==> src/hw/dsr_pkg.sv <==
/*
 * Constants, register map and state type of the debug serial receiver.
 * Assumes a 32-bit APB with byte addresses; registers are aligned words.
 */
package dsr_pkg;

    // ========================================
    // Register offsets
    localparam logic [7:0] OFF_CTRL = 8'h00;
    localparam logic [7:0] OFF_MODE = 8'h04;
    localparam logic [7:0] OFF_STAT = 8'h08;
    localparam logic [7:0] OFF_EVT  = 8'h0C;
    localparam logic [7:0] OFF_MASK = 8'h10;
    localparam logic [7:0] OFF_HOLD = 8'h14;
    localparam logic [7:0] OFF_DIV  = 8'h18;

    // ========================================
    // Field positions
    localparam int CTL_RESET_BIT    = 2;
    localparam int CTL_ENABLE_BIT   = 4;
    localparam int CTL_DISABLE_BIT  = 5;
    localparam int MODE_PAR_EN_BIT  = 0;
    localparam int MODE_PAR_ODD_BIT = 1;
    localparam int STAT_READY_BIT   = 0;
    localparam int STAT_ENABLED_BIT = 1;
    localparam int STAT_BUSY_BIT    = 2;
    localparam int EVT_CHAR_BIT     = 0;
    localparam int EVT_OVERRUN_BIT  = 1;
    localparam int EVT_FRAME_BIT    = 2;
    localparam int EVT_PARITY_BIT   = 3;
    localparam int EVT_W            = 4;

    // ========================================
    // Reset values
    localparam logic [1:0]  MODE_RESET = 2'h0;
    localparam logic [3:0]  MASK_RESET = 4'h0;
    localparam logic [15:0] DIV_RESET  = 16'h0000;

    // ========================================
    // Timing in sampling ticks
    localparam int                CNT_W             = 5;
    localparam logic [CNT_W-1:0]  BIT_TICKS         = 5'h10;
    localparam logic [CNT_W-1:0]  HALF_BIT_TICKS    = 5'h08;
    localparam logic [CNT_W-1:0]  START_LOW_TICKS   = 5'h08;
    localparam logic [CNT_W-1:0]  FIRST_SAMPLE_TICKS = BIT_TICKS + HALF_BIT_TICKS;
    localparam logic [2:0]        LAST_DATA_BIT     = 3'h7;

    // ========================================
    // Receiver states
    typedef enum logic [2:0] {
        RX_OFF    = 3'b000,
        RX_HUNT   = 3'b001,
        RX_START  = 3'b010,
        RX_DATA   = 3'b011,
        RX_PARITY = 3'b100,
        RX_STOP   = 3'b101
    } dsr_state_t;

endpackage : dsr_pkg

==> src/hw/dsr_baud_div.sv <==
/*
 * Programmable divider making the 16x sampling tick from pclk.
 * Assumes the divisor is static while the receiver runs; zero stops ticks.
 */
`timescale 1ns/10ps
`default_nettype none

module dsr_baud_div #(
    parameter int DIV_W = 16
) (
    // Clock and reset
    input  wire logic             pclk,
    input  wire logic             presetn,
    // Divisor and tick
    input  wire logic [DIV_W-1:0] divisor,
    output logic                  tick
);

    logic [DIV_W-1:0] cnt_q;
    logic [DIV_W-1:0] cnt_d;
    logic             tick_q;
    logic             tick_d;

    // ========================================
    // Divider
    always_comb begin
        tick_d = 1'b0;
        cnt_d  = cnt_q + {{(DIV_W-1){1'b0}}, 1'b1};
        if (divisor == '0) begin
            cnt_d = '0;
        end else if (cnt_q >= divisor - {{(DIV_W-1){1'b0}}, 1'b1}) begin
            cnt_d  = '0;
            tick_d = 1'b1;
        end
    end

    always_ff @(posedge pclk or negedge presetn) begin
        if (!presetn) begin
            cnt_q  <= '0;
            tick_q <= 1'b0;
        end else begin
            cnt_q  <= cnt_d;
            tick_q <= tick_d;
        end
    end

    assign tick = tick_q;

endmodule : dsr_baud_div

`default_nettype wire

==> src/hw/dsr_rx.sv <==
/*
 * Debug serial receiver: APB registers, 16x oversampling start detection,
 * mid-bit sampling, holding register with ready flag, masked interrupt.
 * Assumes serial_receive_input is already synchronous to pclk.
 */
`timescale 1ns/10ps
`default_nettype none

module dsr_rx #(
    parameter int DIV_W = 16
) (
    // Clock and reset
    input  wire logic        pclk,
    input  wire logic        presetn,
    // APB slave
    input  wire logic        psel,
    input  wire logic        penable,
    input  wire logic        pwrite,
    input  wire logic [7:0]  paddr,
    input  wire logic [31:0] pwdata,
    output logic      [31:0] prdata,
    output logic             pready,
    output logic             pslverr,
    // Serial line
    input  wire logic        serial_receive_input,
    // Interrupt
    output logic             irq
);

    // ========================================
    // Declarations
    logic                       tick;
    dsr_pkg::dsr_state_t        state_q, state_d;
    logic [dsr_pkg::CNT_W-1:0]  tcnt_q, tcnt_d;
    logic [2:0]                 bitidx_q, bitidx_d;
    logic [7:0]                 shift_q, shift_d;
    logic                       perr_q, perr_d;
    logic                       stop_pend_q, stop_pend_d;
    logic                       char_done;
    logic                       frame_bad;
    logic [1:0]                 mode_q, mode_d;
    logic [3:0]                 mask_q, mask_d;
    logic [3:0]                 evt_q, evt_d;
    logic [DIV_W-1:0]           div_q, div_d;
    logic [7:0]                 hold_q, hold_d;
    logic                       ready_q, ready_d;
    logic [31:0]                prdata_q, prdata_d;
    logic                       pready_q, pready_d;
    logic                       pslverr_q, pslverr_d;
    logic                       irq_q, irq_d;
    logic                       acc;
    logic                       wr;
    logic                       rd;
    logic                       cmd_reset;
    logic                       cmd_enable;
    logic                       cmd_disable;
    logic [dsr_pkg::CNT_W-1:0]  tnext;
    logic                       parity_en;

    function automatic logic hit(input logic [7:0] addr, input logic [7:0] off);
        hit = (addr == off);
    endfunction : hit

    function automatic logic parity_ok(input logic [7:0] d, input logic p, input logic odd);
        parity_ok = ((^d) ^ p) == odd;
    endfunction : parity_ok

    // ========================================
    // Sampling tick
    dsr_baud_div #(
        .DIV_W   (DIV_W)
    ) u_div (
        .pclk    (pclk),
        .presetn (presetn),
        .divisor (div_q),
        .tick    (tick)
    );

    // ========================================
    // Bus decode
    // Wait state of one cycle so every answer leaves a flip-flop
    assign acc         = psel && penable && pready_q;
    assign wr          = acc && pwrite;
    assign rd          = acc && !pwrite;
    assign cmd_reset   = wr && hit(paddr, dsr_pkg::OFF_CTRL) && pwdata[dsr_pkg::CTL_RESET_BIT];
    assign cmd_enable  = wr && hit(paddr, dsr_pkg::OFF_CTRL) && pwdata[dsr_pkg::CTL_ENABLE_BIT];
    assign cmd_disable = wr && hit(paddr, dsr_pkg::OFF_CTRL) && pwdata[dsr_pkg::CTL_DISABLE_BIT];
    assign tnext       = tcnt_q + 5'h01;
    assign parity_en   = mode_q[dsr_pkg::MODE_PAR_EN_BIT];

    // ========================================
    // Receiver next state
    always_comb begin
        state_d     = state_q;
        tcnt_d      = tcnt_q;
        bitidx_d    = bitidx_q;
        shift_d     = shift_q;
        perr_d      = perr_q;
        stop_pend_d = stop_pend_q;
        char_done   = 1'b0;
        frame_bad   = 1'b0;
        if (cmd_disable && state_q != dsr_pkg::RX_OFF) begin
            stop_pend_d = 1'b1;
        end
        if (tick) begin
            unique case (state_q)
                dsr_pkg::RX_OFF: begin
                end
                dsr_pkg::RX_HUNT: begin
                    if (!serial_receive_input) begin
                        state_d = dsr_pkg::RX_START;
                        tcnt_d  = '0;
                    end
                end
                dsr_pkg::RX_START: begin
                    tcnt_d = tnext;
                    if (tnext < dsr_pkg::START_LOW_TICKS && serial_receive_input) begin
                        state_d = dsr_pkg::RX_HUNT;
                    end else if (tnext == dsr_pkg::FIRST_SAMPLE_TICKS) begin
                        shift_d  = {serial_receive_input, shift_q[7:1]};
                        state_d  = dsr_pkg::RX_DATA;
                        tcnt_d   = '0;
                        bitidx_d = 3'h1;
                        perr_d   = 1'b0;
                    end
                end
                dsr_pkg::RX_DATA: begin
                    tcnt_d = tnext;
                    if (tnext == dsr_pkg::BIT_TICKS) begin
                        shift_d  = {serial_receive_input, shift_q[7:1]};
                        tcnt_d   = '0;
                        bitidx_d = bitidx_q + 3'h1;
                        if (bitidx_q == dsr_pkg::LAST_DATA_BIT) begin
                            state_d = parity_en ? dsr_pkg::RX_PARITY : dsr_pkg::RX_STOP;
                        end
                    end
                end
                dsr_pkg::RX_PARITY: begin
                    tcnt_d = tnext;
                    if (tnext == dsr_pkg::BIT_TICKS) begin
                        perr_d  = !parity_ok(shift_q, serial_receive_input,
                                             mode_q[dsr_pkg::MODE_PAR_ODD_BIT]);
                        tcnt_d  = '0;
                        state_d = dsr_pkg::RX_STOP;
                    end
                end
                dsr_pkg::RX_STOP: begin
                    tcnt_d = tnext;
                    if (tnext == dsr_pkg::BIT_TICKS) begin
                        char_done = 1'b1;
                        frame_bad = !serial_receive_input;
                        tcnt_d    = '0;
                        // Once the start is confirmed, a pending disable takes effect only here
                        state_d   = (stop_pend_d) ? dsr_pkg::RX_OFF : dsr_pkg::RX_HUNT;
                    end
                end
                default: begin
                    state_d = dsr_pkg::RX_OFF;
                end
            endcase
        end
        // Before the start is confirmed the receiver still counts as idle
        if (stop_pend_d && (state_d == dsr_pkg::RX_HUNT ||
            (state_d == dsr_pkg::RX_START && tcnt_d < dsr_pkg::START_LOW_TICKS - 5'h01))) begin
            state_d = dsr_pkg::RX_OFF;
        end
        if (state_d == dsr_pkg::RX_OFF) begin
            stop_pend_d = 1'b0;
        end
        if (cmd_enable && !cmd_disable && state_q == dsr_pkg::RX_OFF) begin
            state_d = dsr_pkg::RX_HUNT;
        end
        if (cmd_reset) begin
            state_d     = dsr_pkg::RX_OFF;
            tcnt_d      = '0;
            bitidx_d    = '0;
            shift_d     = '0;
            perr_d      = 1'b0;
            stop_pend_d = 1'b0;
            char_done   = 1'b0;
            frame_bad   = 1'b0;
        end
    end

    always_ff @(posedge pclk or negedge presetn) begin
        if (!presetn) begin
            state_q     <= dsr_pkg::RX_OFF;
            tcnt_q      <= '0;
            bitidx_q    <= '0;
            shift_q     <= '0;
            perr_q      <= 1'b0;
            stop_pend_q <= 1'b0;
        end else begin
            state_q     <= state_d;
            tcnt_q      <= tcnt_d;
            bitidx_q    <= bitidx_d;
            shift_q     <= shift_d;
            perr_q      <= perr_d;
            stop_pend_q <= stop_pend_d;
        end
    end

    // ========================================
    // Registers and bus answer
    always_comb begin
        mode_d    = mode_q;
        mask_d    = mask_q;
        div_d     = div_q;
        hold_d    = hold_q;
        ready_d   = ready_q;
        evt_d     = evt_q;
        prdata_d  = prdata_q;
        pslverr_d = 1'b0;
        pready_d  = psel && penable && !pready_q;
        if (wr) begin
            if (hit(paddr, dsr_pkg::OFF_MODE)) begin
                mode_d = pwdata[1:0];
            end
            if (hit(paddr, dsr_pkg::OFF_MASK)) begin
                mask_d = pwdata[dsr_pkg::EVT_W-1:0];
            end
            if (hit(paddr, dsr_pkg::OFF_DIV)) begin
                div_d = pwdata[DIV_W-1:0];
            end
            if (hit(paddr, dsr_pkg::OFF_EVT)) begin
                evt_d = evt_q & ~pwdata[dsr_pkg::EVT_W-1:0];
            end
        end
        if (rd && hit(paddr, dsr_pkg::OFF_HOLD)) begin
            ready_d = 1'b0;
        end
        // Hardware set wins over any clear in the same cycle
        if (char_done) begin
            hold_d                          = shift_q;
            ready_d                         = 1'b1;
            evt_d[dsr_pkg::EVT_CHAR_BIT]    = 1'b1;
            evt_d[dsr_pkg::EVT_OVERRUN_BIT] = evt_d[dsr_pkg::EVT_OVERRUN_BIT] | ready_q;
            evt_d[dsr_pkg::EVT_FRAME_BIT]   = evt_d[dsr_pkg::EVT_FRAME_BIT] | frame_bad;
            evt_d[dsr_pkg::EVT_PARITY_BIT]  = evt_d[dsr_pkg::EVT_PARITY_BIT] | (parity_en & perr_q);
        end
        if (pready_d) begin
            prdata_d = 32'h0000_0000;
            unique case (paddr)
                dsr_pkg::OFF_CTRL: begin
                end
                dsr_pkg::OFF_MODE: begin
                    prdata_d[1:0] = mode_q;
                end
                dsr_pkg::OFF_STAT: begin
                    prdata_d[dsr_pkg::STAT_READY_BIT]   = ready_q;
                    prdata_d[dsr_pkg::STAT_ENABLED_BIT] = (state_q != dsr_pkg::RX_OFF);
                    prdata_d[dsr_pkg::STAT_BUSY_BIT]    = (state_q != dsr_pkg::RX_OFF) &&
                                                          (state_q != dsr_pkg::RX_HUNT);
                end
                dsr_pkg::OFF_EVT: begin
                    prdata_d[dsr_pkg::EVT_W-1:0] = evt_q;
                end
                dsr_pkg::OFF_MASK: begin
                    prdata_d[dsr_pkg::EVT_W-1:0] = mask_q;
                end
                dsr_pkg::OFF_HOLD: begin
                    prdata_d[7:0] = hold_q;
                end
                dsr_pkg::OFF_DIV: begin
                    prdata_d[DIV_W-1:0] = div_q;
                end
                default: begin
                    pslverr_d = 1'b1;
                end
            endcase
        end
        irq_d = |(evt_d & mask_d);
    end

    always_ff @(posedge pclk or negedge presetn) begin
        if (!presetn) begin
            mode_q    <= dsr_pkg::MODE_RESET;
            mask_q    <= dsr_pkg::MASK_RESET;
            div_q     <= dsr_pkg::DIV_RESET;
            hold_q    <= 8'h00;
            ready_q   <= 1'b0;
            evt_q     <= 4'h0;
            prdata_q  <= 32'h0000_0000;
            pready_q  <= 1'b0;
            pslverr_q <= 1'b0;
            irq_q     <= 1'b0;
        end else begin
            mode_q    <= mode_d;
            mask_q    <= mask_d;
            div_q     <= div_d;
            hold_q    <= hold_d;
            ready_q   <= ready_d;
            evt_q     <= evt_d;
            prdata_q  <= prdata_d;
            pready_q  <= pready_d;
            pslverr_q <= pslverr_d;
            irq_q     <= irq_d;
        end
    end

    assign prdata  = prdata_q;
    assign pready  = pready_q;
    assign pslverr = pslverr_q;
    assign irq     = irq_q;

endmodule : dsr_rx

`default_nettype wire

==> config.mk <==
export PLATFORM = sky130hd
export DESIGN_NAME = dsr_rx
export DESIGN_NICKNAME = d
export VERILOG_FILES = /design/src/hw/dsr_pkg.sv /design/src/hw/dsr_baud_div.sv /design/src/hw/dsr_rx.sv
export SDC_FILE = /design/constraint.sdc
export NUM_CORES = 1
export LEC_CHECK = 0
export ABC_AREA = 1
export BUFFER_PORTS_ARGS = -buffer_cell sky130_fd_sc_hd__buf_2
export CORE_ASPECT_RATIO = 1.4
export CORE_MARGIN = 8
export CORE_UTILIZATION = 50
export DETAILED_ROUTE_END_ITERATION = 7
export PLACE_DENSITY_LB_ADDON = 0.08
export SLEW_MARGIN = 20
export SYNTH_ARGS = -nofsm -noshare
export SYNTH_HDL_FRONTEND = slang
export SYNTH_SLANG_ARGS = --single-unit
==> constraint.sdc <==
create_clock -name pclk -period 3.3 [get_ports pclk]
set_input_delay 0 -clock pclk [delete_from_list [all_inputs] [get_ports pclk]]
set_output_delay 0 -clock pclk [all_outputs]
set_load 0.03 [all_outputs]
# Yosys cells after proc, flatten, opt, wreduce, memory -nomap -nowiden

Index checks and enable logic that the tools add are counted.
W data, S select, Z words.

Bitwise logic cells: 8
Equal/unequal tests: 22
$add $sub $neg: 4
Reduce and logical (&&, ||, !) cells: 40
Order comparisons: 3
Multiplexer cells: 68

Operator list:

| operator                | count |
|---|---|
| $mux W3                 | 16 |
| $mux W8                 | 6 |
| $mux W16                | 2 |
| $mux W5                 | 6 |
| $eq A8 B5 Y1 const B    | 3 |
| $mux W1                 | 24 |
| $mux W4                 | 5 |
| $pmux W3 S6             | 1 |
| $logic_and A1 B1 Y1     | 17 |
| $add A16 B1 Y16 const B | 1 |
| $eq A8 B4 Y1 const B    | 2 |
| $ge A16 B16 Y1          | 1 |
| $logic_not A16 Y1       | 1 |
| $pmux W8 S2             | 1 |
| $sub A16 B1 Y16 const B | 1 |
| $pmux W5 S3             | 1 |
| $ne A3 B3 Y1 const B    | 4 |
| $pmux W2 S6             | 1 |
| $eq A5 B5 Y1 const B    | 2 |
| $reduce_and A5 Y1       | 2 |
| $eq A3 B2 Y1 const B    | 3 |
| $eq A3 B3 Y1 const B    | 3 |
| $reduce_bool A3 Y1      | 3 |
| $and A4 B4 Y4           | 2 |
| 27 further kinds        | 37 |

Word-level logic and storage cells: 163
Register bits after elaboration: 92
Output and inout port bits: 35

# Depth between registers and ports, before layout

Gate-level depths: netlist of the first run.

Word-level depth: 19
Mapped depth: 19

# Modules after synthesis

A second synthesis of the first run with hierarchy kept.

Cells, all modules: 713
Area total of the unflattened synthesis: 5738.0 µm²

By module, submodules not included:

| module       | times used | cells an instance | area an instance (µm²) |
|---|---|---|---|
| dsr_rx       | 1          | 493               | 4162.7 |
| dsr_baud_div | 1          | 220               | 1575.3 |

# Worst setup path before layout of the first run

Ideal clock, no wire load.

Path type: register to register
Start point: reg div_q[2]
End point: reg u_div.tick_q (netlist: u_div.tick)
Buffers on the path: 1
Stages on the path, launching flop included: 19
Required time: 3.236 ns
Data arrival time: 2.897 ns
Clock period less this slack: 2.962 ns
Setup slack: 0.338 ns
Setup time: 0.064 ns
Path through: dfrtp_1 -> nor2_1 -> nand2_1 -> nor3_2 -> nand4_1 -> nor3_2 -> nand3_1 -> nor3_1 -> xor2_1 -> ha_1 -> nand2_1 -> inv_1 -> nand3_1 -> nor3_1 -> nand3_1 -> nand3_1 -> buf_2 -> o21ai_0 -> inv_1

Cells in the longest elaborated chain, start to end: 4

RTL lines:

| item                   | line               | source |
|---|---|---|
| start, declared        | dsr_rx.sv:44       | `logic [DIV_W-1:0] div_q, div_d;` |
| start signal, assigned | dsr_rx.sv:279      | `div_q <= dsr_pkg::DIV_RESET;` |
| start signal, assigned | dsr_rx.sv:290      | `div_q <= div_d;` |
| $sub A16 B1 Y16        | dsr_baud_div.sv:31 | `end else if (cnt_q >= divisor - {{(DIV_W-1){1'b0}}, 1'b1}) begin` |
| $ge A16 B16 Y1         | dsr_baud_div.sv:31 |  |
| $mux W1                | dsr_baud_div.sv:31 |  |
| $mux W1 *              | dsr_baud_div.sv:29 | `if (divisor == '0) begin` |
| named net u_div.tick_d | dsr_baud_div.sv:22 | `logic tick_d;` |
| end signal, assigned   | dsr_baud_div.sv:43 | `tick_q <= tick_d;` |
| end, declared          | dsr_baud_div.sv:21 | `logic tick_q;` |

Mark *: on every way through the listed nets, which the timed path passes. The rest lies on a longest branch.
A chain may end at the register's enable or synchronous reset.

# Final worst setup path of the first run

Start point: reg div_q[2]
End point: reg u_div.cnt_q[1]

Cells in the longest elaborated chain, start to end: 4

RTL lines:

| item                     | line               | source |
|---|---|---|
| $sub A16 B1 Y16          | dsr_baud_div.sv:31 |  |
| $ge A16 B16 Y1           | dsr_baud_div.sv:31 |  |
| $mux W16                 | dsr_baud_div.sv:31 |  |
| $mux W16 *               | dsr_baud_div.sv:29 |  |
| named net u_div.cnt_d[1] | dsr_baud_div.sv:20 | `logic [DIV_W-1:0] cnt_d;` |
| end signal, assigned     | dsr_baud_div.sv:42 | `cnt_q <= cnt_d;` |
| end, declared            | dsr_baud_div.sv:19 | `logic [DIV_W-1:0] cnt_q;` |

Marks and branches as above.

==> impl_metrics.ini, run 1 <==
[routing]
routed-via-count = 4419
drtIter0Drc = 149
drtAntennaViolNets = 0
drt_wl_total_mm = 12.9
vias_per_cell = 5.08
drt-pass1-iter-count = 4
wl_per_cell_um = 14.9
drt_drc_violations_left = 0

[sta]
worst_clock_skew_ns = 0.0135
hold_violations = 0
worst_pin_slew_ns = 0.891
relSlewSlack_pct = 40.5
slew_viol_final = 0
tns_ns = 0
max_freq_mhz = 322
setup_viol = 0
post-route-period-util_pct = 94.2
period_minus_slack_ns = 3.11
setup_slack_ns = 0.190

[synthesis]
ys_seq_elements = 92
synth-main-ff-cell = dfrtp_1
ys_top_cells_by_area = dfrtp_1 43%, nand2_1 9.6%, inv_1 5.5%
synth-edff-count = 0
postSynth.asyncResetShare_pct = 100
syn_area_sq_um = 5410
syn_inst = 664
synthTopCellsByCount = 138 x nand2_1, 92 x dfrtp_1, 80 x inv_1, 54 x nor2_1, 44 x o21ai_0
yosys_warnings = 0
synth_top_area_share_pct = 42.5
syn_avg_cell_area_sq_um = 8.15
yosys.area.top_type = dfrtp_1
post_synth_num_cell_types = 40
seq_area_frac_synth_pct = 42.5
synth_most_common_cell = nand2_1

[finish]
areaGrowthSynthToFinish_pct = 14.1
final_cells = 870
seq_area_sq_um = 2300
n_antenna_cell = 0
multiInputGateArea_sq_um = 2660
drive_gt1_share_pct = 14.7
nets = 792
fill_cells = 1011

[clock_network]
clk_latency_ns = 0.35
numCtsBuffers = 9
clkTransAtPathRegs_ns = 0.07
cts_tree = done
cts_root_buffer = clkbuf_16
cts_buffer_depth = 2
ctsHtreeMaxLevel = 3
cts_sinks = 92
post_cts_buffers = 0

[min_path]
hold_path.class = in2reg

[grt]
overflow = 0
grt_use_total_pct = 18.2
grt_pass1_vias = 4446
grt_max_degree = 80
antenna_found_initial = 0
grt_pass1_wl_mm = 21.6

[flow_run]
max_cap_violations = 0

[status]
status = complete, no violations

[floorplan]
die_y_um = 139
initial_utilization_pct = 50.6
core_sq_um = 10700
die-area_sq_um = 14500
rows = 45
ioPinCount = 81
die_x_um = 104

[placement]
dp_cells = 839
place_ws_ns = 0.178
gp_congestion = 0.888
port_buffers = 48
hpwl_mm = 9.67

[power_and_ir_drop]
p_leak_nw = 3.15
combPwrFrac_pct = 8.5
p_sw_share_pct = 26.8
pwr-share-clk_pct = 42.7
p_per_area_nw_per_um2 = 384
ir_worst_vdd_mv = 0.230
intPower_mw = 1.73
p_seq_share_pct = 48.8
p_sw_mw = 0.634

[setup_path]
worstPathRequired_ns = 3.56
worstPathArrival_ns = 3.37
crit_type = reg2reg
path_max_fanout = 16
cp-start-kind = register
crit_path_end_kind = register
[what timing repair did]
item                                   CTS  global route
setup endpoints to repair                0            16
hold buffers                            15             0
endpoints found under the hold margin   93             0
resized for setup                        0             6
[layout make-up]
cell class                 instances  area share, %
timing repair buffer              67           6.97
multi-input combinational        471           43.1
clock inverter                     7           1.09
inverter                          83           5.05
tap                              141           2.86
clock buffer                       9           3.65
sequential                        92           37.3
[power by group through the flow]
| stage | registers [mW] | clock network, mW | logic (mW) |
|---|---|---|---|
| CTS | 1.16 | 1.04 | 0.203 |
| floorplan | 1.21 | 0 | 0.100 |
| finish | 1.16 | 1.01 | 0.201 |
| detailed placement | 1.18 | 0 | 0.189 |
| global placement | 1.18 | 0 | 0.187 |
| global route | 1.16 | 1.07 | 0.223 |
[placed cells by master, fill, tap and decap left out, drive strengths merged]
cell type,count
nand2,142
dfrtp,92
inv,86
nor2,60
buf,52
o21ai,47
nand3,43
a21oi,42
nor3,26
xor2,24
ha,22
conb,16
dlygate4sd3,15
nand4,14
xnor2,11
clkbuf,9
o31ai,9
a31oi,4
clkinv,4
a221oi,3
a41oi,2
o211ai,2
o22ai,1
nor3b,1
nor4,1
mux2,1
[flip-flops by register name (all words and copies together) (netlist names)]
name and count:
bitidx_q 3, div_q 16, stop_pend_q 1, u_div.tick 1, pready 1, tcnt_q 5
hold_q 8, ready_q 1, mode_q 2, irq 1, shift_q 8, evt_q 4
perr_q 1, u_div.cnt_q 16, mask_q 4, state_q 3, pslverr 1, prdata 16
[layer usage]
layer | vias up | track usage (%) | wire length [um]
li1 | 2273 | - | -
met2 | 89 | 32.5 | 6810
met1 | 2042 | 21.0 | 5460
met5 | - | 0 | 0
met4 | 0 | 8.03 | 226
met3 | 15 | 2.60 | 437
[logic make-up (layout without fill, tap and decap cells)]
| family | Yosys count | after routing | synth area share, % |
|---|---|---|---|
| compound gates | 110 | 110 | 11.3 |
| xor+xnor | 35 | 35 | 5.66 |
| flops | 92 | 92 | 42.5 |
| mux | 1 | 1 | 0.208 |
| buf+inv | 116 | 166 | 9.78 |
| fa+ha+maj | 22 | 22 | 5.08 |
| simple gates | 287 | 287 | 25.4 |
| other cells | 1 | 16 | 0.0693 |
[final timing paths]
| kind | start | to | slack (ns) | depth (start not counted) |
|---|---|---|---|---|
| setup / recovery | div_q[2] | u_div.cnt_q[1] | 0.19 | 17 |
| max in group asynchronous | presetn | div_q[5] | 2.37 | 3 |
| hold reg to reg | prdata[10] | prdata[10] | 0.48 | 2 |
| hold / removal | pwdata[0] | mode_q[0] | 0.02 | 3 |
| min in group asynchronous | presetn | u_div.cnt_q[10] | 0.23 | 2 |
| setup reg to reg | div_q[2] | u_div.cnt_q[1] | 0.19 | 17 |
[metrics by stage]
stage | hold WS, ns | power [mW] | instance area, sq um | util, %
2_1_floorplan | -0.296 | 1.31 | 5470 | -
3_3_place_gp | 0.217 | 1.37 | 5700 | 53.3
3_5_place_dp | 0.228 | 1.37 | 5700 | 53.3
4_1_cts | 0.0137 | 2.40 | 6140 | 57.4
5_1_grt | 0.0464 | 2.45 | 6170 | 57.7
6_report | 0.0191 | 2.37 | 6170 | 57.7
[critical path, stage by stage (launching register included)]
cell and delay (ns):
dfrtp_2 0.45, nor2_1 0.12, nand2_1 0.12, nor3_4 0.20
nand4_1 0.20, nor3_2 0.28, nand3_2 0.12, nor3_2 0.16
xor2_1 0.16, ha_1 0.26, nand2_1 0.09, inv_1 0.04
nand3_1 0.11, inv_1 0.05, a21oi_1 0.15, nand3_1 0.13
buf_6 0.19, nor3b_1 0.20
Power figures use the tool's default switching activity.
==> inputs of run 2 (changes only) <==
Settings changed: SLEW_MARGIN 20 to not set, SYNTH_HIERARCHICAL set to 1.
==> run 2 against run 1 <==
- hold slack got worse by 0.0040 ns
- routed wire length up 3.4%
- flip-flop and latch count is the same
- first-iteration DRC count up 40%
- core utilization up 0.18 points
- power is 4.1% higher
- critical endpoint is now u_div/cnt_q[9]
- critical path depth down 6
- sequential power barely moved
- clock-buffer cell count is the same
==> impl_metrics.ini, run 2 <==
[status]
status = complete, no violations

[floorplan]
rows = 46
die_x_um = 107
initial_utilization_pct = 50.9
ioPinCount = 81
core_sq_um = 11300
die_y_um = 143
die-area_sq_um = 15200

[routing]
vias_per_cell = 5.13
wl_per_cell_um = 14.4
drtIter0Drc = 209
drt_wl_total_mm = 13.4
drt-pass1-iter-count = 4
drt_drc_violations_left = 0
routed-via-count = 4751
drtAntennaViolNets = 0

[power_and_ir_drop]
p_seq_share_pct = 46.9
p_sw_mw = 0.651
p_per_area_nw_per_um2 = 378
p_sw_share_pct = 26.4
ir_worst_vdd_mv = 0.231
combPwrFrac_pct = 8.6
p_leak_nw = 3.31
pwr-share-clk_pct = 44.5
intPower_mw = 1.82

[finish]
multiInputGateArea_sq_um = 2900
fill_cells = 1081
final_cell_mix = 150 x nand2_1, 92 x dfrtp_1, 81 x inv_1
nets = 846
areaGrowthSynthToFinish_pct = 13.8
final_cells = 927
n_antenna_cell = 0
drive_gt1_share_pct = 18.0
seq_area_sq_um = 2300
layout_commonest_cell = nand2_1
final_area_sq_um = 6530

[setup_path]
worstPathRequired_ns = 3.57
path_max_fanout = 16
path_common_cell = nor2_1
worstPathArrival_ns = 2.91
r2r_start = div_q[2]
cp-startpoint = div_q[2]
cp_slowest_cell = dfrtp_1
crit_type = reg2reg
critical_path.top_delay_family = simple AND/OR/NAND/NOR gates
cp-start-kind = register
cp_num_buf_inv = 1
crit_chain = inv_1 -> nand3_1 -> nor3_1 -> nand2_1 -> xor2_1 -> ha_1 -> a21oi_1 -> o21ai_0 -> nor2_1 -> nand3_2 -> nor2_1
crit_path_end_kind = register
worst_path_largest_cell_delay_ns = 0.44

[synthesis]
synth_most_common_cell = nand2_1
syn_avg_cell_area_sq_um = 8.05
postSynth.asyncResetShare_pct = 100
seq_area_frac_synth_pct = 40.1
syn_inst = 713
synth-edff-count = 0
synth_top_area_share_pct = 40.1
post_synth_num_cell_types = 50
yosys.area.top_type = dfrtp_1
synth-main-ff-cell = dfrtp_1
ys_seq_elements = 92
yosys_warnings = 6
syn_area_sq_um = 5740
ys_top_cells_by_area = dfrtp_1 40%, nand2_1 9.8%, inv_1 5.3%
synthTopCellsByCount = 150 x nand2_1, 92 x dfrtp_1, 81 x inv_1, 75 x nor2_1, 47 x nand3_1

[sta]
relSlewSlack_pct = 32.7
worst_clock_skew_ns = 0.00960
tns_ns = 0
max_freq_mhz = 378
setup_viol = 0
period_minus_slack_ns = 2.64
slew_viol_final = 0
hold_violations = 0
worst_pin_slew_ns = 1.01
post-route-period-util_pct = 80.1
rsz0062_at_grt = no
whs_ns = 0.0151

[clock_network]
cts_root_buffer = clkbuf_16
numCtsBuffers = 9
clkTransAtPathRegs_ns = 0.07
cts_buffer_depth = 2
cts_tree = done
ctsHtreeMaxLevel = 3
cts_sinks = 92
post_cts_buffers = 0
clk_latency_ns = 0.35

[grt]
antenna_found_initial = 0
overflow = 0
grt_pass1_wl_mm = 22.1
grt_use_total_pct = 18.2
grt_pass1_vias = 4666
grt_max_degree = 78

[placement]
gp_congestion = 0.860
hpwl_mm = 10.3
port_buffers = 48
dp_cells = 893
post_dp_cell_area_sq_um = 6030

[flow_run]
max_cap_violations = 0

[min_path]
hold_path.class = in2reg
hold_path_startpoint = pwdata[0]
[run 2: changes by cell type after synthesis, moves of 9 or more]
| cell | previous run | this run |
|---|---|---|
| nor2_1 | 54 | 75 |
| a21oi_1 | 41 | 26 |
| o21ai_2 | 0 | 13 |
| nand2_1 | 138 | 150 |
| nor3_2 | 13 | 1 |
| o21ai_0 | 44 | 34 |
| inv_2 | 3 | 12 |
[run 2: final timing paths]
kind                              endpoint  slack [ns]  depth (start not counted)
max in group asynchronous        prdata[2]        2.09                          3
setup / recovery            u_div/cnt_q[9]        0.66                         11
hold reg to reg             u_div/cnt_q[0]        0.46                          1
setup reg to reg            u_div/cnt_q[9]        0.66                         11
hold / removal                    div_q[0]        0.02                          3
min in group asynchronous  u_div/cnt_q[12]        0.35                          2
[run 2: kinds of logic (layout without fill, tap and decap cells)]
logic type	after synthesis	after routing	share of synthesized area (%)
AND/OR/NAND/NOR	329	329	27.7
buffers and inverters	129	184	10.3
AO/OA/AOI/OAI	108	108	12.0
flip-flops	92	92	40.1
XOR/XNOR	30	30	4.58
adder cells (fa/ha/maj)	22	22	4.80
multiplexers	2	2	0.392
other	1	16	0.0654
[run 2: area by class of cell]
type / instances / area share (%)
Multi-Input combinational cell: 507 / 44.4
Sequential cell: 92 / 35.2
Timing Repair Buffer: 71 / 7.05
Inverter: 97 / 5.63
Clock buffer: 9 / 3.45
Tap cell: 144 / 2.76
Clock inverter: 7 / 1.44
[run 2: worst reg2reg max path: stages, from the launching register on]
cell     delay [ns]
dfrtp_1        0.44
inv_1          0.10
nand3_1        0.17
nor3_1         0.36
nand2_1        0.11
xor2_1         0.16
ha_1           0.32
a21oi_1        0.15
o21ai_0        0.09
nor2_1         0.17
nand3_2        0.31
nor2_1         0.18
[run 2: power by group through the flow]
stage	combinational (mW)	sequential, mW	clock, mW
floorplan	0.102	1.21	0
global placement	0.194	1.18	0
detailed placement	0.196	1.18	0
CTS	0.213	1.16	1.12
global route	0.233	1.16	1.17
finish	0.212	1.16	1.10
[run 2: repair_timing]
item,4_1_cts,5_1_grt
endpoints found under the hold margin,93,0
gates resized for setup,0,0
hold buffers,18,0
[run 2: routing by layer]
| metal | part of all wire (%) | up-vias | global-route usage, % |
|---|---|---|---|
| li1 | - | 2408 | - |
| met1 | 42 | 2225 | 20.6 |
| met2 | 53 | 92 | 33.1 |
| met3 | 3.2 | 26 | 2.44 |
| met4 | 2.3 | 0 | 7.81 |
| met5 | 0 | - | 0 |
[run 2: per-stage QoR]
stage          util [%]  worst slack, ns  total power [mW]
5_1_grt            57.9            0.414              2.56
2_1_floorplan         -             1.09              1.31
3_5_place_dp       53.5            0.683              1.38
4_1_cts            57.9            0.668              2.50
6_report           57.9            0.658              2.47
3_3_place_gp       53.5            0.778              1.37
==> inputs of run 3 (changes only) <==
Settings changed: ABC_AREA 1 to 0.
Clock period 3.3 ns to 2.4 ns, I/O delays scaled along.
==> run 3 against run 2 <==
- the run now ends with negative setup slack left
- largest power group unchanged
- flip-flop and latch count unchanged
- die area decreased by 4.0%
- first-iteration DRC count fell by 19%
- fmax shrank 11%
- highest routed layer unchanged
- critical path depth unchanged
- synthesized area decreased by 4.6%
- register-to-register slack got worse by 1.2 ns
- critical endpoint is now u_div/cnt_q[10]
- clock-buffer cell count up 1
- sequential power grew 37%
- non-clock buffer count rose by 42
- via count down 6.1%
==> impl_metrics.ini, run 3 <==
[sta]
setup_viol = 17
slew_viol_final = 0
tns_ns = -9.41
rsz0062_at_grt = yes
period_minus_slack_ns = 2.97
max_freq_mhz = 337
post-route-period-util_pct = 124
relSlewSlack_pct = 52.5
hold_violations = 0
worst_pin_slew_ns = 0.713
setup_slack_ns = -0.570
worst_clock_skew_ns = 0.00686

[routing]
vias_per_cell = 5.55
wl_per_cell_um = 17.4
drt-pass1-iter-count = 4
drtAntennaViolNets = 0
drtIter0Drc = 170
drt_wl_total_mm = 14.0
routed-via-count = 4463
drt_drc_violations_left = 0

[placement]
port_buffers = 48
hpwl_mm = 10.6
gp_congestion = 0.902
dp_cells = 770

[status]
violations = negative setup slack
status = complete, but fails checks

[power_and_ir_drop]
p_leak_nw = 3.11
ir_worst_vdd_mv = 0.326
p_per_area_nw_per_um2 = 516

[clock_network]
cts_root_buffer = clkbuf_16
cts_tree = done
clkTransAtPathRegs_ns = 0.07
cts_sinks = 92
cts_buffer_depth = 2
ctsHtreeMaxLevel = 3
numCtsBuffers = 9
clk_latency_ns = 0.34

[floorplan]
die_y_um = 140
ioPinCount = 81
core_sq_um = 10800
rows = 45
die-area_sq_um = 14600
initial_utilization_pct = 50.9
die_x_um = 104

[setup_path]
cp_slowest_cell = or4_4
worstPathRequired_ns = 2.67
crit_chain = or4_4 -> or3_4 -> nor2_4 -> nand2_2 -> xor2_1 -> ha_1 -> and4_4 -> and3_4 -> a31oi_4 -> nand4_4 -> nor2_2
crit_type = reg2reg
cp-start-kind = register
crit_path_end_kind = register
worstPathArrival_ns = 3.24
cp_num_buf_inv = 0
worst_path_largest_cell_delay_ns = 0.53
critical_path.top_delay_family = simple AND/OR/NAND/NOR gates
path_max_fanout = 8

[synthesis]
syn_area_sq_um = 5480
synth_top_area_share_pct = 42.0
postSynth.asyncResetShare_pct = 100
ys_top_cells_by_area = dfrtp_1 42%, mux2_2 6.6%, ha_1 5.0%
post_synth_num_cell_types = 69
ys_seq_elements = 92
synth-main-ff-cell = dfrtp_1
synth-edff-count = 0
syn_avg_cell_area_sq_um = 9.81
syn_inst = 558
seq_area_frac_synth_pct = 42.0
synthTopCellsByCount = 92 x dfrtp_1, 63 x nand2_1, 51 x nor2_1, 32 x mux2_2, 27 x xnor2_1
yosys_warnings = 6
yosys.area.top_type = dfrtp_1
synth_most_common_cell = dfrtp_1

[grt]
grt_max_degree = 54
grt_use_total_pct = 19.4
overflow = 0
antenna_found_initial = 0
grt_pass1_vias = 4690
grt_pass1_wl_mm = 23.2

[finish]
n_antenna_cell = 0
areaGrowthSynthToFinish_pct = 22.6
final_cell_mix = 90 x dfrtp_1, 62 x nand2_1, 49 x buf_4
final_cells = 804
layout_commonest_cell = dfrtp_1
drive_gt1_share_pct = 27.9
final_util_pct = 62.4
nets = 726

[min_path]
hold_path.class = in2reg

[flow_run]
max_cap_violations = 0
[run 3: cell types whose count changed in the layout (fill, tap and decap cells not counted), sizes merged, moves of 34 or more]
cell / previous run / this run
nor2: 91 / 51
buf: 53 / 97
o21ai: 52 / 18
nand2: 159 / 63
inv: 97 / 14
nand3: 54 / 17
[run 3: worst paths after layout]
check	start	end	slack, ns	cells past startpoint
max	div_q[7]	u_div/cnt_q[10]	-0.57	11
min	pwdata[2]	evt_q[2]	0.02	4
max reg2reg	div_q[7]	u_div/cnt_q[10]	-0.57	11
min reg2reg	prdata[9]	prdata[9]	0.46	2
max in group asynchronous	presetn	evt_q[0]	1.47	3
min in group asynchronous	presetn	u_div/cnt_q[13]	0.25	2
[run 3: cell type report]
cell class / count / area (sq um)
fill: 900 / 4040
multi-input combinational: 430 / 3080
sequential: 92 / 2300
timing repair buffer: 113 / 783
clock buffer: 10 / 239
tap: 141 / 176
clock inverter: 6 / 80.1
inverter: 12 / 45.0
[run 3: routing by layer]
| metal | share of wire [%] | vias to the layer above | track usage [%] |
|---|---|---|---|
| li1 | - | 2160 | - |
| met3 | 3.2 | 21 | 3.47 |
| met1 | 40 | 2196 | 21.0 |
| met2 | 55 | 86 | 36.8 |
| met5 | 0 | - | 0 |
| met4 | 1.9 | 0 | 6.04 |
[run 3: metrics by stage]
stage | hold WS [ns] | power, mW | instance area, sq um | setup slack [ns]
floorplan | -0.296 | 1.87 | 5590 | -0.559
global placement | 0.0800 | 1.98 | 6140 | -0.562
detailed placement | 0.0863 | 1.99 | 6140 | -0.686
CTS | 0.00874 | 3.51 | 6670 | -0.564
global route | 0.0343 | 3.59 | 6710 | -0.697
finish | 0.0240 | 3.46 | 6710 | -0.570
[run 3: logic make-up (layout without fill, tap and decap cells)]
logic type      after synthesis  in the layout  share of synthesized area, %
compound gates               95             95                          11.8
xor+xnor                     42             42                          6.97
fa+ha+maj                    22             22                          5.03
buf+inv                      52            141                          5.19
flops                        92             92                          42.0
mux                          44             44                          9.00
other cells                   1             16                        0.0685
simple gates                210            211                          19.9
[run 3: repair_timing]
action	CTS	global route
endpoints found under the hold margin	72	0
setup endpoints to repair	18	19
pin swaps	15	5
buffers inserted	1	0
hold buffers	16	0
gates cloned	1	0
resized for setup	6	12
[run 3: worst min-delay path: cells and delay by family]
family	cells	cell delay, ns
buf+inv	1	0.15
simple gates	3	0.17
[run 3: power by group]
part / switching (mW) / internal (mW) / total (mW) / leakage [nW]
registers: 0.0157 / 1.57 / 1.59 / 1.18
logic: 0.241 / 0.155 / 0.396 / 1.78
clock network: 0.629 / 0.854 / 1.48 / 0.152
